==> src/tep_params.svh <==
// constants for the t1/e1 error performance counters
`ifndef TEP_PARAMS_SVH
`define TEP_PARAMS_SVH

// register byte offsets, one 32-bit word each
`define TEP_OFS_CONFIG   8'h00
`define TEP_OFS_CONTROL  8'h04
`define TEP_OFS_LV_HI    8'h08
`define TEP_OFS_LV_LO    8'h0C
`define TEP_OFS_PV_HI    8'h10
`define TEP_OFS_PV_LO    8'h14
`define TEP_OFS_SL_HI    8'h18
`define TEP_OFS_SL_LO    8'h1C
`define TEP_OFS_FEB_HI   8'h20
`define TEP_OFS_FEB_LO   8'h24

// config register fields
`define TEP_CFG_CV_SEL    0
`define TEP_CFG_FBIT_SEL  1
`define TEP_CFG_FS_SEL    2
`define TEP_CFG_ZSUB_EN   3
`define TEP_CFG_ESF       4
`define TEP_CFG_E1        5
`define TEP_CFG_CRC4      6
`define TEP_CFG_UPD_LO    7
`define TEP_CFG_UPD_HI    8
`define TEP_CFG_SHARED    9
`define TEP_CFG_WIDTH     10
`define TEP_CFG_RESET     10'h000

// control register: write 1 to request a manual update unless the config shared bit is set
`define TEP_CTL_MANUAL    0

// excessive zero thresholds
`define TEP_EXZ_PLAIN     5'h10
`define TEP_EXZ_B8ZS      5'h08

// update periods and clock rate
`define TEP_CLK_KHZ       125000
`define TEP_SECOND_MS     1000
`define TEP_T1_PERIOD_US  42000
`define TEP_E1_PERIOD_US  62500

`endif

==> src/tep_pkg.sv <==
// types for the t1/e1 error performance counters
package tep_pkg;
  typedef enum logic [1:0] {
    TEP_UPD_SECOND = 2'h0,
    TEP_UPD_SHORT  = 2'h1,
    TEP_UPD_MANUAL = 2'h2,
    TEP_UPD_SPARE  = 2'h3
  } tep_upd_mode_t;

  typedef enum logic [1:0] {
    TEP_CNT_LV  = 2'h0,
    TEP_CNT_PV  = 2'h1,
    TEP_CNT_SL  = 2'h2,
    TEP_CNT_FEB = 2'h3
  } tep_cnt_idx_t;
endpackage

==> src/tep_error_counters.sv <==
// t1/e1 receive performance counters with a wishbone register port
//
// The address map and the Wishbone slave port were left to the implementer.
`timescale 1ns/100ps
`include "tep_params.svh"

module tep_error_counters
  import tep_pkg::*;
#(
  parameter int unsigned SECOND_CYCLES =
    32'(64'(`TEP_CLK_KHZ) * 64'(`TEP_SECOND_MS)),
  parameter int unsigned T1_PERIOD_CYCLES =
    32'(64'(`TEP_CLK_KHZ) * 64'(`TEP_T1_PERIOD_US) / 64'd1000),
  parameter int unsigned E1_PERIOD_CYCLES =
    32'(64'(`TEP_CLK_KHZ) * 64'(`TEP_E1_PERIOD_US) / 64'd1000),
  parameter int unsigned CNT_W = 16
) (
  input  wire logic        clk_i,
  input  wire logic        rst_i,
  // wishbone classic slave
  input  wire logic        wb_cyc_i,
  input  wire logic        wb_stb_i,
  input  wire logic        wb_we_i,
  input  wire logic [7:0]  wb_adr_i,
  input  wire logic [3:0]  wb_sel_i,
  input  wire logic [31:0] wb_dat_i,
  output logic      [31:0] wb_dat_o,
  output logic             wb_ack_o,
  // receive line decoder, one strobe per received bit
  input  wire logic        bit_strobe_i,
  input  wire logic        mark_i,
  input  wire logic        mark_positive_i,
  input  wire logic        subst_codeword_i,
  // framer error strobes
  input  wire logic        crc6_error_i,
  input  wire logic        ft_error_i,
  input  wire logic        fs_error_i,
  input  wire logic        fps_error_i,
  input  wire logic        crc4_error_i,
  input  wire logic        fas_word_error_i,
  input  wire logic        multiframe_strobe_i,
  input  wire logic        ebit_strobe_i,
  input  wire logic        ebit_value_i,
  // synchronizer status levels
  input  wire logic        rx_loss_of_frame_i,
  input  wire logic        fas_sync_lost_i,
  input  wire logic        crc4_sync_lost_i,
  input  wire logic        fas_search_i,
  input  wire logic        cas_mf_search_i,
  input  wire logic        crc4_mf_search_i,
  // shared update sources
  input  wire logic        shared_second_i,
  input  wire logic        ext_manual_update_i,
  output logic             second_tick_o,
  output logic             update_o
);

  localparam int unsigned NCNT = 4;

  // ---------------- configuration ----------------
  logic [`TEP_CFG_WIDTH-1:0] error_counter_config;
  logic                      manual_req;

  wire code_violation_select       = error_counter_config[`TEP_CFG_CV_SEL];
  wire framing_bit_count_select    = error_counter_config[`TEP_CFG_FBIT_SEL];
  wire fs_error_count_select       = error_counter_config[`TEP_CFG_FS_SEL];
  wire rx_zero_substitution_enable = error_counter_config[`TEP_CFG_ZSUB_EN];
  wire rx_framing_mode_select      = error_counter_config[`TEP_CFG_ESF];
  wire e1_mode                     = error_counter_config[`TEP_CFG_E1];
  wire crc4_mode                   = error_counter_config[`TEP_CFG_CRC4];
  wire shared_select               = error_counter_config[`TEP_CFG_SHARED];
  wire tep_upd_mode_t upd_mode     = tep_upd_mode_t'(
    error_counter_config[`TEP_CFG_UPD_HI:`TEP_CFG_UPD_LO]);

  // ---------------- wishbone decode ----------------
  wire wb_req   = wb_cyc_i & wb_stb_i & ~wb_ack_o;
  wire wb_wr    = wb_req & wb_we_i;
  wire wr_cfg   = wb_wr & (wb_adr_i == `TEP_OFS_CONFIG);
  wire wr_ctl   = wb_wr & (wb_adr_i == `TEP_OFS_CONTROL) & wb_sel_i[0];
  wire manual_w = wr_ctl & wb_dat_i[`TEP_CTL_MANUAL];

  wire [`TEP_CFG_WIDTH-1:0] next_config = {
    wb_sel_i[1] ? wb_dat_i[`TEP_CFG_WIDTH-1:8] :
                  error_counter_config[`TEP_CFG_WIDTH-1:8],
    wb_sel_i[0] ? wb_dat_i[7:0] : error_counter_config[7:0]
  };

  always_ff @(posedge clk_i) begin
    if (rst_i) begin
      error_counter_config <= `TEP_CFG_RESET;
    end else if (wr_cfg) begin
      error_counter_config <= next_config;
    end
  end

  // ---------------- update event generation ----------------
  // the period counter restarts when the period changes so the first
  // interval after a mode switch is never shorter than requested
  logic [31:0] period_cnt;
  logic [31:0] sec_cnt;
  logic        prev_short_e1;

  wire [31:0] short_limit = e1_mode ? E1_PERIOD_CYCLES : T1_PERIOD_CYCLES;
  wire        short_tick  = (period_cnt >= short_limit - 32'h1);
  wire        sec_tick    = (sec_cnt >= SECOND_CYCLES - 32'h1);

  always_ff @(posedge clk_i) begin
    if (rst_i || (prev_short_e1 != e1_mode) || short_tick) begin
      period_cnt <= 32'h0;
    end else begin
      period_cnt <= period_cnt + 32'h1;
    end
  end

  always_ff @(posedge clk_i) begin
    if (rst_i || sec_tick) begin
      sec_cnt <= 32'h0;
    end else begin
      sec_cnt <= sec_cnt + 32'h1;
    end
  end

  always_ff @(posedge clk_i) begin
    if (rst_i) begin
      prev_short_e1 <= 1'b0;
      manual_req    <= 1'b0;
    end else begin
      prev_short_e1 <= e1_mode;
      manual_req    <= manual_w;
    end
  end

  wire manual_src = shared_select ? ext_manual_update_i : manual_req;
  wire second_src = shared_select ? shared_second_i : sec_tick;

  logic update_sel;
  always_comb begin
    case (upd_mode)
      TEP_UPD_SECOND: update_sel = second_src;
      TEP_UPD_SHORT:  update_sel = short_tick;
      TEP_UPD_MANUAL: update_sel = manual_src;
      default:        update_sel = 1'b0;
    endcase
  end

  assign second_tick_o = sec_tick;
  assign update_o      = update_sel;

  // ---------------- line violation detection ----------------
  logic       seen_mark;
  logic       last_mark_pos;
  logic       seen_viol;
  logic       last_viol_pos;
  logic [4:0] zero_run;

  wire bpv      = bit_strobe_i & mark_i & seen_mark &
                  (mark_positive_i == last_mark_pos);
  wire bpv_kept = bpv & ~(rx_zero_substitution_enable &
                          subst_codeword_i);
  // a code violation is a violation repeating the previous one's polarity
  wire cv       = bpv & seen_viol &
                  (mark_positive_i == last_viol_pos);
  wire [4:0] exz_limit = rx_zero_substitution_enable ?
                         `TEP_EXZ_B8ZS : `TEP_EXZ_PLAIN;
  wire exz      = bit_strobe_i & ~mark_i &
                  (zero_run == exz_limit - 5'h1);

  always_ff @(posedge clk_i) begin
    if (rst_i) begin
      seen_mark     <= 1'b0;
      last_mark_pos <= 1'b0;
      seen_viol     <= 1'b0;
      last_viol_pos <= 1'b0;
      zero_run      <= 5'h0;
    end else if (bit_strobe_i) begin
      if (mark_i) begin
        seen_mark     <= 1'b1;
        last_mark_pos <= mark_positive_i;
        zero_run      <= 5'h0;
      end else if (zero_run != 5'h1F) begin
        zero_run      <= zero_run + 5'h1;
      end
      if (bpv) begin
        seen_viol     <= 1'b1;
        last_viol_pos <= mark_positive_i;
      end
    end
  end

  // line violations are never gated by sync state
  wire ev_lv = e1_mode ?
    (code_violation_select ? cv : bpv_kept) :
    (bpv_kept | (code_violation_select & exz));

  // ---------------- path violations ----------------
  wire t1_pv = rx_framing_mode_select ? crc6_error_i :
               (ft_error_i | (fs_error_count_select & fs_error_i));
  wire e1_sync_ok = ~fas_sync_lost_i & ~crc4_sync_lost_i;
  wire ev_pv = e1_mode ? (crc4_error_i & e1_sync_ok)
                       : (t1_pv & ~rx_loss_of_frame_i);

  // ---------------- sync loss / framing errors ----------------
  wire multiframes_out_of_sync = multiframe_strobe_i & rx_loss_of_frame_i;
  wire t1_fbit = (rx_framing_mode_select ? fps_error_i : ft_error_i) &
                 ~rx_loss_of_frame_i;
  wire t1_sl   = framing_bit_count_select ? t1_fbit
                                          : multiframes_out_of_sync;
  wire e1_sl   = fas_word_error_i & ~rx_loss_of_frame_i &
                 ~fas_search_i & ~cas_mf_search_i &
                 ~crc4_mf_search_i;
  wire ev_sl   = e1_mode ? e1_sl : t1_sl;

  // ---------------- far-end block errors ----------------
  wire ev_feb = e1_mode & crc4_mode & ebit_strobe_i & ~ebit_value_i &
                e1_sync_ok;

  // ---------------- counters ----------------
  wire [NCNT-1:0] events = {ev_feb, ev_sl, ev_pv, ev_lv};
  logic [CNT_W-1:0] running [NCNT];
  logic [CNT_W-1:0] held    [NCNT];

  for (genvar i = 0; i < NCNT; i++) begin : g_cnt
    wire at_max = &running[i];
    wire [CNT_W-1:0] next_running =
      update_sel ? CNT_W'(events[i]) :
      (events[i] & ~at_max) ? running[i] + CNT_W'(1) :
      running[i];

    always_ff @(posedge clk_i) begin
      if (rst_i) begin
        running[i] <= '0;
        held[i]    <= '0;
      end else begin
        running[i] <= next_running;
        if (update_sel) begin
          held[i] <= running[i];
        end
      end
    end
  end

  // ---------------- read mux ----------------
  localparam int unsigned HALF = CNT_W / 2;

  logic [31:0] rd_data;
  always_comb begin
    case (wb_adr_i)
      `TEP_OFS_CONFIG:  rd_data = 32'(error_counter_config);
      `TEP_OFS_LV_HI:   rd_data = 32'(held[TEP_CNT_LV][CNT_W-1:HALF]);
      `TEP_OFS_LV_LO:   rd_data = 32'(held[TEP_CNT_LV][HALF-1:0]);
      `TEP_OFS_PV_HI:   rd_data = 32'(held[TEP_CNT_PV][CNT_W-1:HALF]);
      `TEP_OFS_PV_LO:   rd_data = 32'(held[TEP_CNT_PV][HALF-1:0]);
      `TEP_OFS_SL_HI:   rd_data = 32'(held[TEP_CNT_SL][CNT_W-1:HALF]);
      `TEP_OFS_SL_LO:   rd_data = 32'(held[TEP_CNT_SL][HALF-1:0]);
      `TEP_OFS_FEB_HI:  rd_data = 32'(held[TEP_CNT_FEB][CNT_W-1:HALF]);
      `TEP_OFS_FEB_LO:  rd_data = 32'(held[TEP_CNT_FEB][HALF-1:0]);
      default:          rd_data = 32'h0000_0000;
    endcase
  end

  // one wait state: ack and data both come from flops
  always_ff @(posedge clk_i) begin
    if (rst_i) begin
      wb_ack_o <= 1'b0;
      wb_dat_o <= 32'h0000_0000;
    end else begin
      wb_ack_o <= wb_req;
      if (wb_req && !wb_we_i) begin
        wb_dat_o <= rd_data;
      end
    end
  end

endmodule

==> config.mk <==
export PLATFORM = sky130hd
export DESIGN_NAME = tep_error_counters
export DESIGN_NICKNAME = d
export VERILOG_FILES = /design/src/tep_pkg.sv /design/src/tep_error_counters.sv
export VERILOG_INCLUDE_DIRS = /design/src
export SDC_FILE = /design/constraint.sdc
export NUM_CORES = 1
export LEC_CHECK = 0
export BUFFER_PORTS_ARGS = -buffer_cell sky130_fd_sc_hd__buf_2
export CORE_ASPECT_RATIO = 1.75
export CORE_UTILIZATION = 30
export CTS_BUF_LIST = sky130_fd_sc_hd__clkbuf_4 sky130_fd_sc_hd__clkbuf_8
export CTS_CLUSTER_DIAMETER = 30
export DETAILED_ROUTE_END_ITERATION = 10
export PLACE_DENSITY = 0.46
export SLEW_MARGIN = 0
export SYNTH_ARGS = -nofsm -noshare
export SYNTH_HDL_FRONTEND = slang
export SYNTH_SLANG_ARGS = --single-unit
==> constraint.sdc <==
create_clock -name clk_i -period 3.09 [get_ports clk_i]
set_input_delay 0.309 -clock clk_i [delete_from_list [all_inputs] [get_ports clk_i]]
set_output_delay 0.309 -clock clk_i [all_outputs]
set_load 0.01 [all_outputs]
==> flow_summary_export.csv, run 1 <==
group,metric,value,unit
detailed_routing,route.detailed.drc,0,
timing,fin_setup_tns,0,ns
synth,synth_area_leaders,"dfxtp_1 (31%), edfxtp_1 (18%), nor2_1 (5.6%)",
timing,setup_ws,0.183,ns
timing,maxSlewHeadroom,37.2,%
flow_run,drv_cap,0,
timing,hold_slack,0.0539,ns
detailed_routing,drt_iter0_drc,333,
timing,finalCritPeriodShare,94.1,%
placed_design,port_buffers,58,
layout,nets,1280,
timing,tightest_slew,0.941,ns
layout,final_util,36.3,%
floorplan,row_count,90,
status,outcome,"finished, final reports clean",
grt,grt_antenna_before_repair,3,
setup_path,crit_path_end_kind,"output pin",
layout,syn2layout_area_growth,19.3,%
clock_tree,clock_sinks,224,
hold_path,min-delay-start,"mark_positive_i",
synth,yosysTopAreaCellShare,30.7,%
timing,setup_viol,0,
synth,ys_seq_area_share,49.1,%
timing,maxSlewViolCount,0,
power,ir_drop,0.266,mV
synth,synth.distinct_cells,65,
power,power_density,522,nW/um^2
hold_path,holdPathEnd,"last_viol_pos$_SDFFE_PP0P_",
floorplan,coreArea,34300,sq um
clock_tree,clk_pin_slew_worst_paths,0.06,ns
timing,rsz0062_at_grt,"false",
hold_path,hold_class,"in -> reg",
setup_path,worstReg2RegStart,"error_counter_config[5]$_SDFFE_PP0P_",
timing,clock_skew,0.0413,ns
detailed_routing,dr.pass1.iters,4,
floorplan,die_x,143,um
synth,synthFlopType,"dfxtp_1",
timing,hold_viol,0,
setup_path,arrival,2.60,ns
timing,finalCriticalPeriod,2.91,ns
clock_tree,htree_levels,2,
floorplan,initial_core_util,30.4,%
detailed_routing,viasPerCell,4.66,
grt,grt-ovfl-total,0,
detailed_routing,postRouteAntennaNets,0,
synth,synth_edf_count,64,
detailed_routing,vias,7865,
layout,drive_above_1_share,16.2,%
synth,netlist_top_cells_count,"dfxtp_1 (160), nor2_1 (156), and2_1 (65)",
grt,grt_max_degree,45,
grt,grt_pass1_vias,7834,
grt,grt_pass1_wl,40900,um
setup_path,cp_max_fo,8,
floorplan,die_height,249,um
clock_tree,root_buffer,"clkbuf_8",
clock_tree,clock_latency,0.58,ns
clock_tree,cts_buffers,45,
setup_path,required,2.78,ns
synth,synthesis.instances,1080,
detailed_routing,routed_wl,25900,um
layout,fillers,3553,
setup_path,ff2ff_setup_slack,0.31,ns
setup_path,crit_path_start_kind,"flop",
synth,synthArstFlopShare,0,%
synth,synth.avg_cell_area,9.67,sq um
timing,max_freq,344,MHz
synth,synth.most_common_cell,"dfxtp_1",
grt,grt_usage,14.8,%
synth,synth_top_cell_by_area,"dfxtp_1",
placed_design,place_congestion,0.784,
synth,ys_ff_latch,224,
floorplan,die_area,35600,sq um
synth,yosysWarningCount,0,
placed_design,dpl.hpwl,18700,um
placed_design,place_ws,0.0536,ns
setup_path,crit_type,"reg -> out",
detailed_routing,wl_per_cell,15.4,um
synth,syn-cell-area,10400,sq um
power,leakagePower,4.58,nW
hold_path,hold_depth,3,
floorplan,ios,105,
setup_path,reg2reg_depth,9,
setup_path,r2r-end,"held[0][3]$_SDFFCE_PN0P_",
clock_tree,clockBufferDepth,3,
clock_tree,cts_tree,"yes",
[report_power, final]
group	switching (mW)	internal, mW	leakage (nW)
combinational	0.133	0.0749	2.00
sequential	0.0129	3.04	2.07
clock	1.38	1.86	0.507
total	1.53	4.97	4.58
[per-stage QoR]
step	cells	total power, mW	area [sq um]
finish	1688	6.50	12500
global placement	1591	3.32	11300
floorplan	1114	3.25	10600
CTS	1687	6.63	12400
detailed placement	1591	3.32	11300
global route	1688	6.77	12500
[state kept, by name, summed over array words and instances, names as in the netlist]
name and cells:
running 64, seen_mark 1, period_cnt 32, seen_viol 1
wb_ack_o 1, last_mark_pos 1, error_counter_config 10, sec_cnt 32
held 64, zero_run 5, prev_short_e1 1, wb_dat_o 10
manual_req 1, last_viol_pos 1
[kinds of logic after synthesis]
family                     count (synthesis)  synth area share [%]
buffers and inverters                     87                  4.50
adders and majority gates                 20                  2.40
other                                      1                0.0359
DFF                                      224                  49.1
muxes                                     34                  3.51
and+or+nand+nor                          493                  24.7
xor gates and xnor gates                  97                  8.13
AOI/OAI and AO/OA                        124                  7.67
[worst max-delay path by stage]
stage	from	slack, ns	cells after the start	end
finish	error_counter_config[5]$_SDFFE_PP0P_	0.18	8	update_o
global route	error_counter_config[5]$_SDFFE_PP0P_	0.05	8	update_o
CTS	error_counter_config[5]$_SDFFE_PP0P_	0.009	9	update_o
detailed placement	error_counter_config[5]$_SDFFE_PP0P_	0.05	8	held[0][7]$_SDFFCE_PN0P_
global placement	error_counter_config[5]$_SDFFE_PP0P_	0.11	8	held[0][7]$_SDFFCE_PN0P_
floorplan	error_counter_config[5]$_SDFFE_PP0P_	0.11	10	held[0][0]$_SDFFCE_PN0P_
[worst max-delay path: stages (launching register included)]
cell	delay (ns)
dfxtp_4	0.37
inv_4	0.07
ha_1	0.28
and4b_2	0.25
and4_4	0.20
a221oi_4	0.29
a21oi_4	0.13
or2_1	0.26
buf_4	0.16
[area by class of cell]
type / instances / area (sq um) / share of cell area [%]
sequential: 224 / 5130 / 41.2
multi-input combinational: 803 / 5040 / 40.5
timing repair buffer: 97 / 664 / 5.33
tap: 460 / 576 / 4.62
clock inverter: 31 / 279 / 2.24
clock buffer: 53 / 692 / 5.55
antenna: 1 / 2.50 / 0.0201
inverter: 19 / 73.8 / 0.593
[routing by layer]
metal / GRT usage, % / wire length (um)
met1: 15.0 / 9840
met2: 28.5 / 14100
met3: 2.85 / 1040
met4: 6.67 / 928
met5: 0 / 23
[cell usage in the layout (no fill, tap or decap), drive strengths merged, types with 3 or more instances in the layout]
cell / instances
mux2i: 31
a211oi: 5
nand2b: 8
or3b: 3
clkbuf: 53
or3: 6
xor2: 59
a31oi: 5
nand3b: 4
xnor2: 38
clkinvlp: 4
nor3: 20
o22ai: 11
buf: 87
nor2b: 4
and3: 33
o32ai: 3
or2: 7
nand4b: 4
nand3: 52
a22oi: 13
nor2: 156
and4: 12
inv: 20
ha: 20
dlygate4sd3: 10
nand2: 58
a21oi: 37
clkinv: 22
nor3b: 6
a211o: 4
edfxtp: 64
nand4: 28
o21ai: 29
conb: 35
dfxtp: 160
nor4: 21
and2: 66
bufinv: 4
[what timing repair did]
action                                  CTS  global route
hold endpoints to repair                 10             0
pin swaps                                 2             5
endpoints found under the setup margin    1             1
hold buffers                             10             0
gates resized for setup                   9             8
buffers inserted                          2             1
Power figures use the tool's default switching activity.
==> run 2: changes to the inputs <==
==> constraint.sdc (replaced) <==
create_clock -name clk_i -period 3.09 [get_ports clk_i]
set_input_delay 0.1545 -clock clk_i [delete_from_list [all_inputs] [get_ports clk_i]]
set_output_delay 0.1545 -clock clk_i [all_outputs]
set_load 0.01 [all_outputs]
==> flow_summary_export.csv, run 2 (same netlist as run 1, synthesis figures left out) <==
group,metric,value,unit
status,outcome,"finished, final reports clean",
timing,hold_viol,0,
setup_path,arrival,2.82,ns
detailed_routing,routed_wl,26500,um
placed_design,place_congestion,0.771,
detailed_routing,route.detailed.drc,0,
hold_path,hold_class,"in -> reg",
timing,max_freq,336,MHz
setup_path,reg2reg_depth,9,
timing,finalCriticalPeriod,2.97,ns
layout,final_common_cell,"dfxtp_1",
detailed_routing,wl_per_cell,15.6,um
grt,grt_antenna_before_repair,3,
grt,grt_pass1_vias,8222,
clock_tree,clockBufferDepth,3,
placed_design,port_buffers,58,
placed_design,dp_cells,1590,
clock_tree,clk_pin_slew_worst_paths,0.06,ns
layout,largestRegisters,"held x64, running x64",
timing,clock_skew,0.0423,ns
floorplan,initial_core_util,30.4,%
placed_design,dpl.hpwl,19100,um
layout,final_cells,1696,
floorplan,row_count,90,
setup_path,crit_type,"reg -> out",
grt,grt_usage,15.2,%
hold_path,hold_depth,4,
floorplan,die_x,143,um
power,total_power,6.98,mW
timing,maxSlewViolCount,0,
detailed_routing,drt_iter0_drc,245,
setup_path,required,2.94,ns
grt,grt-ovfl-total,0,
floorplan,ios,105,
placed_design,place_area,11300,sq um
clock_tree,root_buffer,"clkbuf_8",
flow_run,drv_cap,0,
detailed_routing,viasPerCell,4.73,
grt,grt_max_degree,45,
setup_path,crit_path_end_kind,"output pin",
detailed_routing,vias,8024,
power,power_density,550,nW/um^2
clock_tree,cts_buffers,45,
timing,rsz0062_at_grt,"false",
floorplan,die_area,35600,sq um
layout,drive_above_1_share,15.8,%
clock_tree,cts_tree,"yes",
timing,finalCritPeriodShare,96.2,%
power,leakagePower,4.67,nW
clock_tree,clock_sinks,224,
layout,finalInstanceArea,12700,sq um
setup_path,cp_max_fo,8,
setup_path,crit_path_start_kind,"flop",
timing,setup_viol,0,
power,ir_drop,0.242,mV
layout,nets,1289,
clock_tree,htree_levels,2,
layout,syn2layout_area_growth,21.3,%
layout,final_cell_mix,"dfxtp_1 (160), nor2_1 (156), and2_1 (65), edfxtp_1 (64), xor2_1 (59)",
grt,grt_pass1_wl,42400,um
floorplan,coreArea,34300,sq um
detailed_routing,dr.pass1.iters,5,
detailed_routing,postRouteAntennaNets,0,
timing,tightest_slew,0.903,ns
clock_tree,clock_latency,0.59,ns
floorplan,die_height,249,um
timing,maxSlewHeadroom,39.8,%
timing,fin_setup_tns,0,ns
## run 2: layer usage
| metal | part of all wire [%] | vias up | wire, um | global-route usage, % |
|---|---|---|---|---|
| met5 | 0.12 | - | 31 | 0 |
| met2 | 54 | 153 | 14200 | 28.9 |
| met3 | 3.8 | 70 | 1010 | 2.90 |
| met4 | 4.2 | 4 | 1110 | 7.80 |
| li1 | - | 3994 | - | - |
| met1 | 38 | 3803 | 10100 | 15.3 |
## run 2: what timing repair did
item | in CTS | in global routing
hold buffers | 21 | 0
pin swaps | 1 | 1
gates resized for setup | 6 | 2
endpoints found under the hold margin | 22 | 0
setup endpoints to repair | 1 | 1
buffers inserted | 1 | 0
## run 2: final timing paths
path / startpoint / to / slack, ns
worst max register to register: error_counter_config[5]$_SDFFE_PP0P_ / held[0][3]$_SDFFCE_PN0P_ / 0.32
worst max-delay path: error_counter_config[5]$_SDFFE_PP0P_ / update_o / 0.12
worst min-delay path: ebit_strobe_i / running[3][0]$_SDFFE_PP0P_ / 0.06
worst min register to register: wb_dat_o[8]$_SDFFE_PP0P_ / wb_dat_o[8]$_SDFFE_PP0P_ / 0.45
## run 2: cell type report
cell class              count  area [sq um]
diodes                      1          2.50
repair buffers            106           778
clock buffers              61           758
fillers                  3557         21700
well taps                 460           576
flip-flops and latches    224          5120
clock inverters            22           345
multi-input cells         803          5020
inverters                  19          71.3
## run 2: worst max-delay path, stage by stage, from the launching register on
cell,delay [ns]
dfxtp_1,0.33
inv_2,0.09
ha_1,0.29
and4b_1,0.25
and4_1,0.24
a221oi_4,0.33
a21oi_4,0.10
buf_4,0.16
or2_4,0.28
buf_2,0.16
## run 2: report_power, final
group          internal, mW  leakage (nW)  total (mW)  switching, mW
combinational        0.0834          2.04       0.218          0.135
clock                  2.30         0.562        3.70           1.41
sequential             3.04          2.07        3.05         0.0134
total                  5.42          4.67        6.98           1.55
## run 2: through the flow
stage                     setup slack [ns]  hold WS (ns)  utilization, %
after detailed placement             0.249         0.400            32.9
after CTS                           0.0158       0.00593            36.9
after global placement               0.265         0.396            32.9
final                                0.116        0.0610            36.9
after global routing                0.0124        0.0552            36.9
after floorplan                      0.111         0.291               -
==> run 3: changes to the inputs <==
--- a/config.mk
+++ b/config.mk
@@ -7,12 +7,13 @@
 export NUM_CORES = 1
 export LEC_CHECK = 0
 export BUFFER_PORTS_ARGS = -buffer_cell sky130_fd_sc_hd__buf_2
-export CORE_ASPECT_RATIO = 1.75
+export CORE_ASPECT_RATIO = 1.1
 export CORE_UTILIZATION = 30
 export CTS_BUF_LIST = sky130_fd_sc_hd__clkbuf_4 sky130_fd_sc_hd__clkbuf_8
 export CTS_CLUSTER_DIAMETER = 30
 export DETAILED_ROUTE_END_ITERATION = 10
 export PLACE_DENSITY = 0.46
+export SETUP_SLACK_MARGIN = 0.02
 export SLEW_MARGIN = 0
 export SYNTH_ARGS = -nofsm -noshare
 export SYNTH_HDL_FRONTEND = slang
==> flow_summary_export.csv, run 3 (same netlist as run 1, synthesis figures left out) <==
group,metric,value,unit
grt,grt_max_degree,45,
timing,setup_viol,0,
clock_tree,htree_levels,2,
grt,grt_pass1_vias,7756,
grt,grt_usage,14.7,%
placed_design,port_buffers,58,
placed_design,dp_cells,1565,
clock_tree,root_buffer,"clkbuf_8",
placed_design,place_congestion,0.799,
layout,fillers,3425,
power,leakagePower,4.92,nW
setup_path,required,2.94,ns
layout,final_cells,1700,
setup_path,crit_path_end_kind,"output pin",
layout,final_common_cell,"dfxtp_1",
setup_path,crit_type,"reg -> out",
placed_design,place_area,11300,sq um
setup_path,r2r-end,"running[3][1]$_SDFFE_PP0P_",
timing,hold_slack,0.113,ns
setup_path,reg2reg_depth,11,
layout,final_util,38.4,%
timing,maxSlewHeadroom,17.6,%
detailed_routing,vias,7971,
timing,hold_viol,0,
layout,syn2layout_area_growth,25.7,%
floorplan,initial_core_util,30.5,%
grt,grt_antenna_before_repair,2,
clock_tree,clock_sinks,224,
grt,grt_pass1_wl,41400,um
setup_path,cp_max_fo,8,
status,outcome,"finished, violations left",
detailed_routing,postRouteAntennaNets,0,
floorplan,coreArea,34200,sq um
clock_tree,cts_tree,"yes",
placed_design,dpl.hpwl,17400,um
clock_tree,clk_pin_slew_worst_paths,0.05,ns
timing,finalCriticalPeriod,2.92,ns
timing,tightest_slew,1.23,ns
timing,finalCritPeriodShare,94.6,%
grt,grt-ovfl-total,0,
setup_path,worstReg2RegStart,"error_counter_config[5]$_SDFFE_PP0P_",
layout,largestRegisters,"held x64, running x64",
floorplan,ios,105,
detailed_routing,route.detailed.drc,16,
layout,final_cell_mix,"dfxtp_1 (159), nor2_1 (156), and2_1 (65), edfxtp_1 (64), clkbuf_8 (62)",
timing,max_freq,342,MHz
floorplan,die_x,180,um
floorplan,die_height,198,um
floorplan,row_count,71,
setup_path,ff2ff_setup_slack,0.37,ns
detailed_routing,routed_wl,25500,um
hold_path,holdPathEnd,"running[3][0]$_SDFFE_PP0P_",
setup_path,crit_path_start_kind,"flop",
timing,rsz0062_at_grt,"false",
hold_path,min-delay-start,"ebit_value_i",
hold_path,hold_class,"in -> reg",
clock_tree,clock_latency,0.61,ns
timing,fin_setup_tns,0,ns
detailed_routing,viasPerCell,4.69,
power,power_density,629,nW/um^2
timing,setup_ws,0.167,ns
detailed_routing,dr.pass1.iters,8,
status,violations,"design-rule violations",
setup_path,arrival,2.77,ns
detailed_routing,drt_iter0_drc,430,
timing,maxSlewViolCount,0,
timing,clock_skew,0.0273,ns
clock_tree,cts_buffers,58,
layout,drive_above_1_share,17.4,%
layout,finalInstanceArea,13100,sq um
power,ir_drop,0.270,mV
power,total_power,8.26,mW
clock_tree,clockBufferDepth,3,
hold_path,hold_depth,3,
detailed_routing,wl_per_cell,15.0,um
flow_run,drv_cap,0,
placed_design,place_ws,0.163,ns
layout,nets,1301,
floorplan,die_area,35600,sq um
## run 3: cell types whose count changed in the layout (fill, tap and decap cells not counted), sizes merged
cell         delta
buf             -3
bufinv          +9
clkbuf          +8
clkinv         +11
clkinvlp        -2
dlygate4sd3     +2
inv             +1
## run 3: worst max-delay path, stage by stage, from the launching register on
cell and delay (ns):
dfxtp_4 0.36, inv_4 0.06, ha_1 0.28, and4b_1 0.22, and4_1 0.22, a221oi_2 0.29, a21oi_2 0.10, buf_6 0.16
or2_4 0.30, buf_2 0.15
## run 3: how the worst max path moves through the flow
stage / slack (ns) / cells past startpoint / from / endpoint
after floorplan: 0.11 / 10 / error_counter_config[5]$_SDFFE_PP0P_ / held[0][0]$_SDFFCE_PN0P_
after global placement: 0.19 / 11 / error_counter_config[5]$_SDFFE_PP0P_ / running[3][5]$_SDFFE_PP0P_
after detailed placement: 0.16 / 11 / error_counter_config[5]$_SDFFE_PP0P_ / running[3][8]$_SDFFE_PP0P_
after CTS: 0.03 / 9 / error_counter_config[5]$_SDFFE_PP0P_ / update_o
after global routing: 0.02 / 9 / error_counter_config[5]$_SDFFE_PP0P_ / update_o
final: 0.17 / 9 / error_counter_config[5]$_SDFFE_PP0P_ / update_o
## run 3: power breakdown
part / total (mW) / switching, mW / internal [mW]
combinational: 0.224 / 0.138 / 0.0864
sequential: 3.05 / 0.0129 / 3.04
clock: 4.98 / 1.58 / 3.40
total: 8.26 / 1.73 / 6.52
## run 3: final cells by class
type / count / area [sq um] / area share [%]
Sequential cell: 224 / 5130 / 39.1
Timing Repair Buffer: 105 / 812 / 6.19
Tap cell: 438 / 548 / 4.18
Clock inverter: 41 / 656 / 4.99
Antenna cell: 1 / 2.50 / 0.0191
Inverter: 19 / 73.8 / 0.562
Multi-Input combinational cell: 803 / 5000 / 38.1
Clock buffer: 69 / 906 / 6.90
## run 3: what timing repair did
item,4_1_cts,5_1_grt
setup buffers,0,1
pin swaps,0,1
endpoints found under the hold margin,22,0
hold buffers,23,0
setup endpoints to repair,1,1
gates resized for setup,4,8
## run 3: per-layer routing
metal  share of wire (%)  GRT usage (%)  vias up
met4                 2.8           6.64        2
met5               0.031              0        -
li1                    -              -     4038
met2                  46           24.0      137
met3                 4.5           3.40       61
met1                  46           18.6     3733
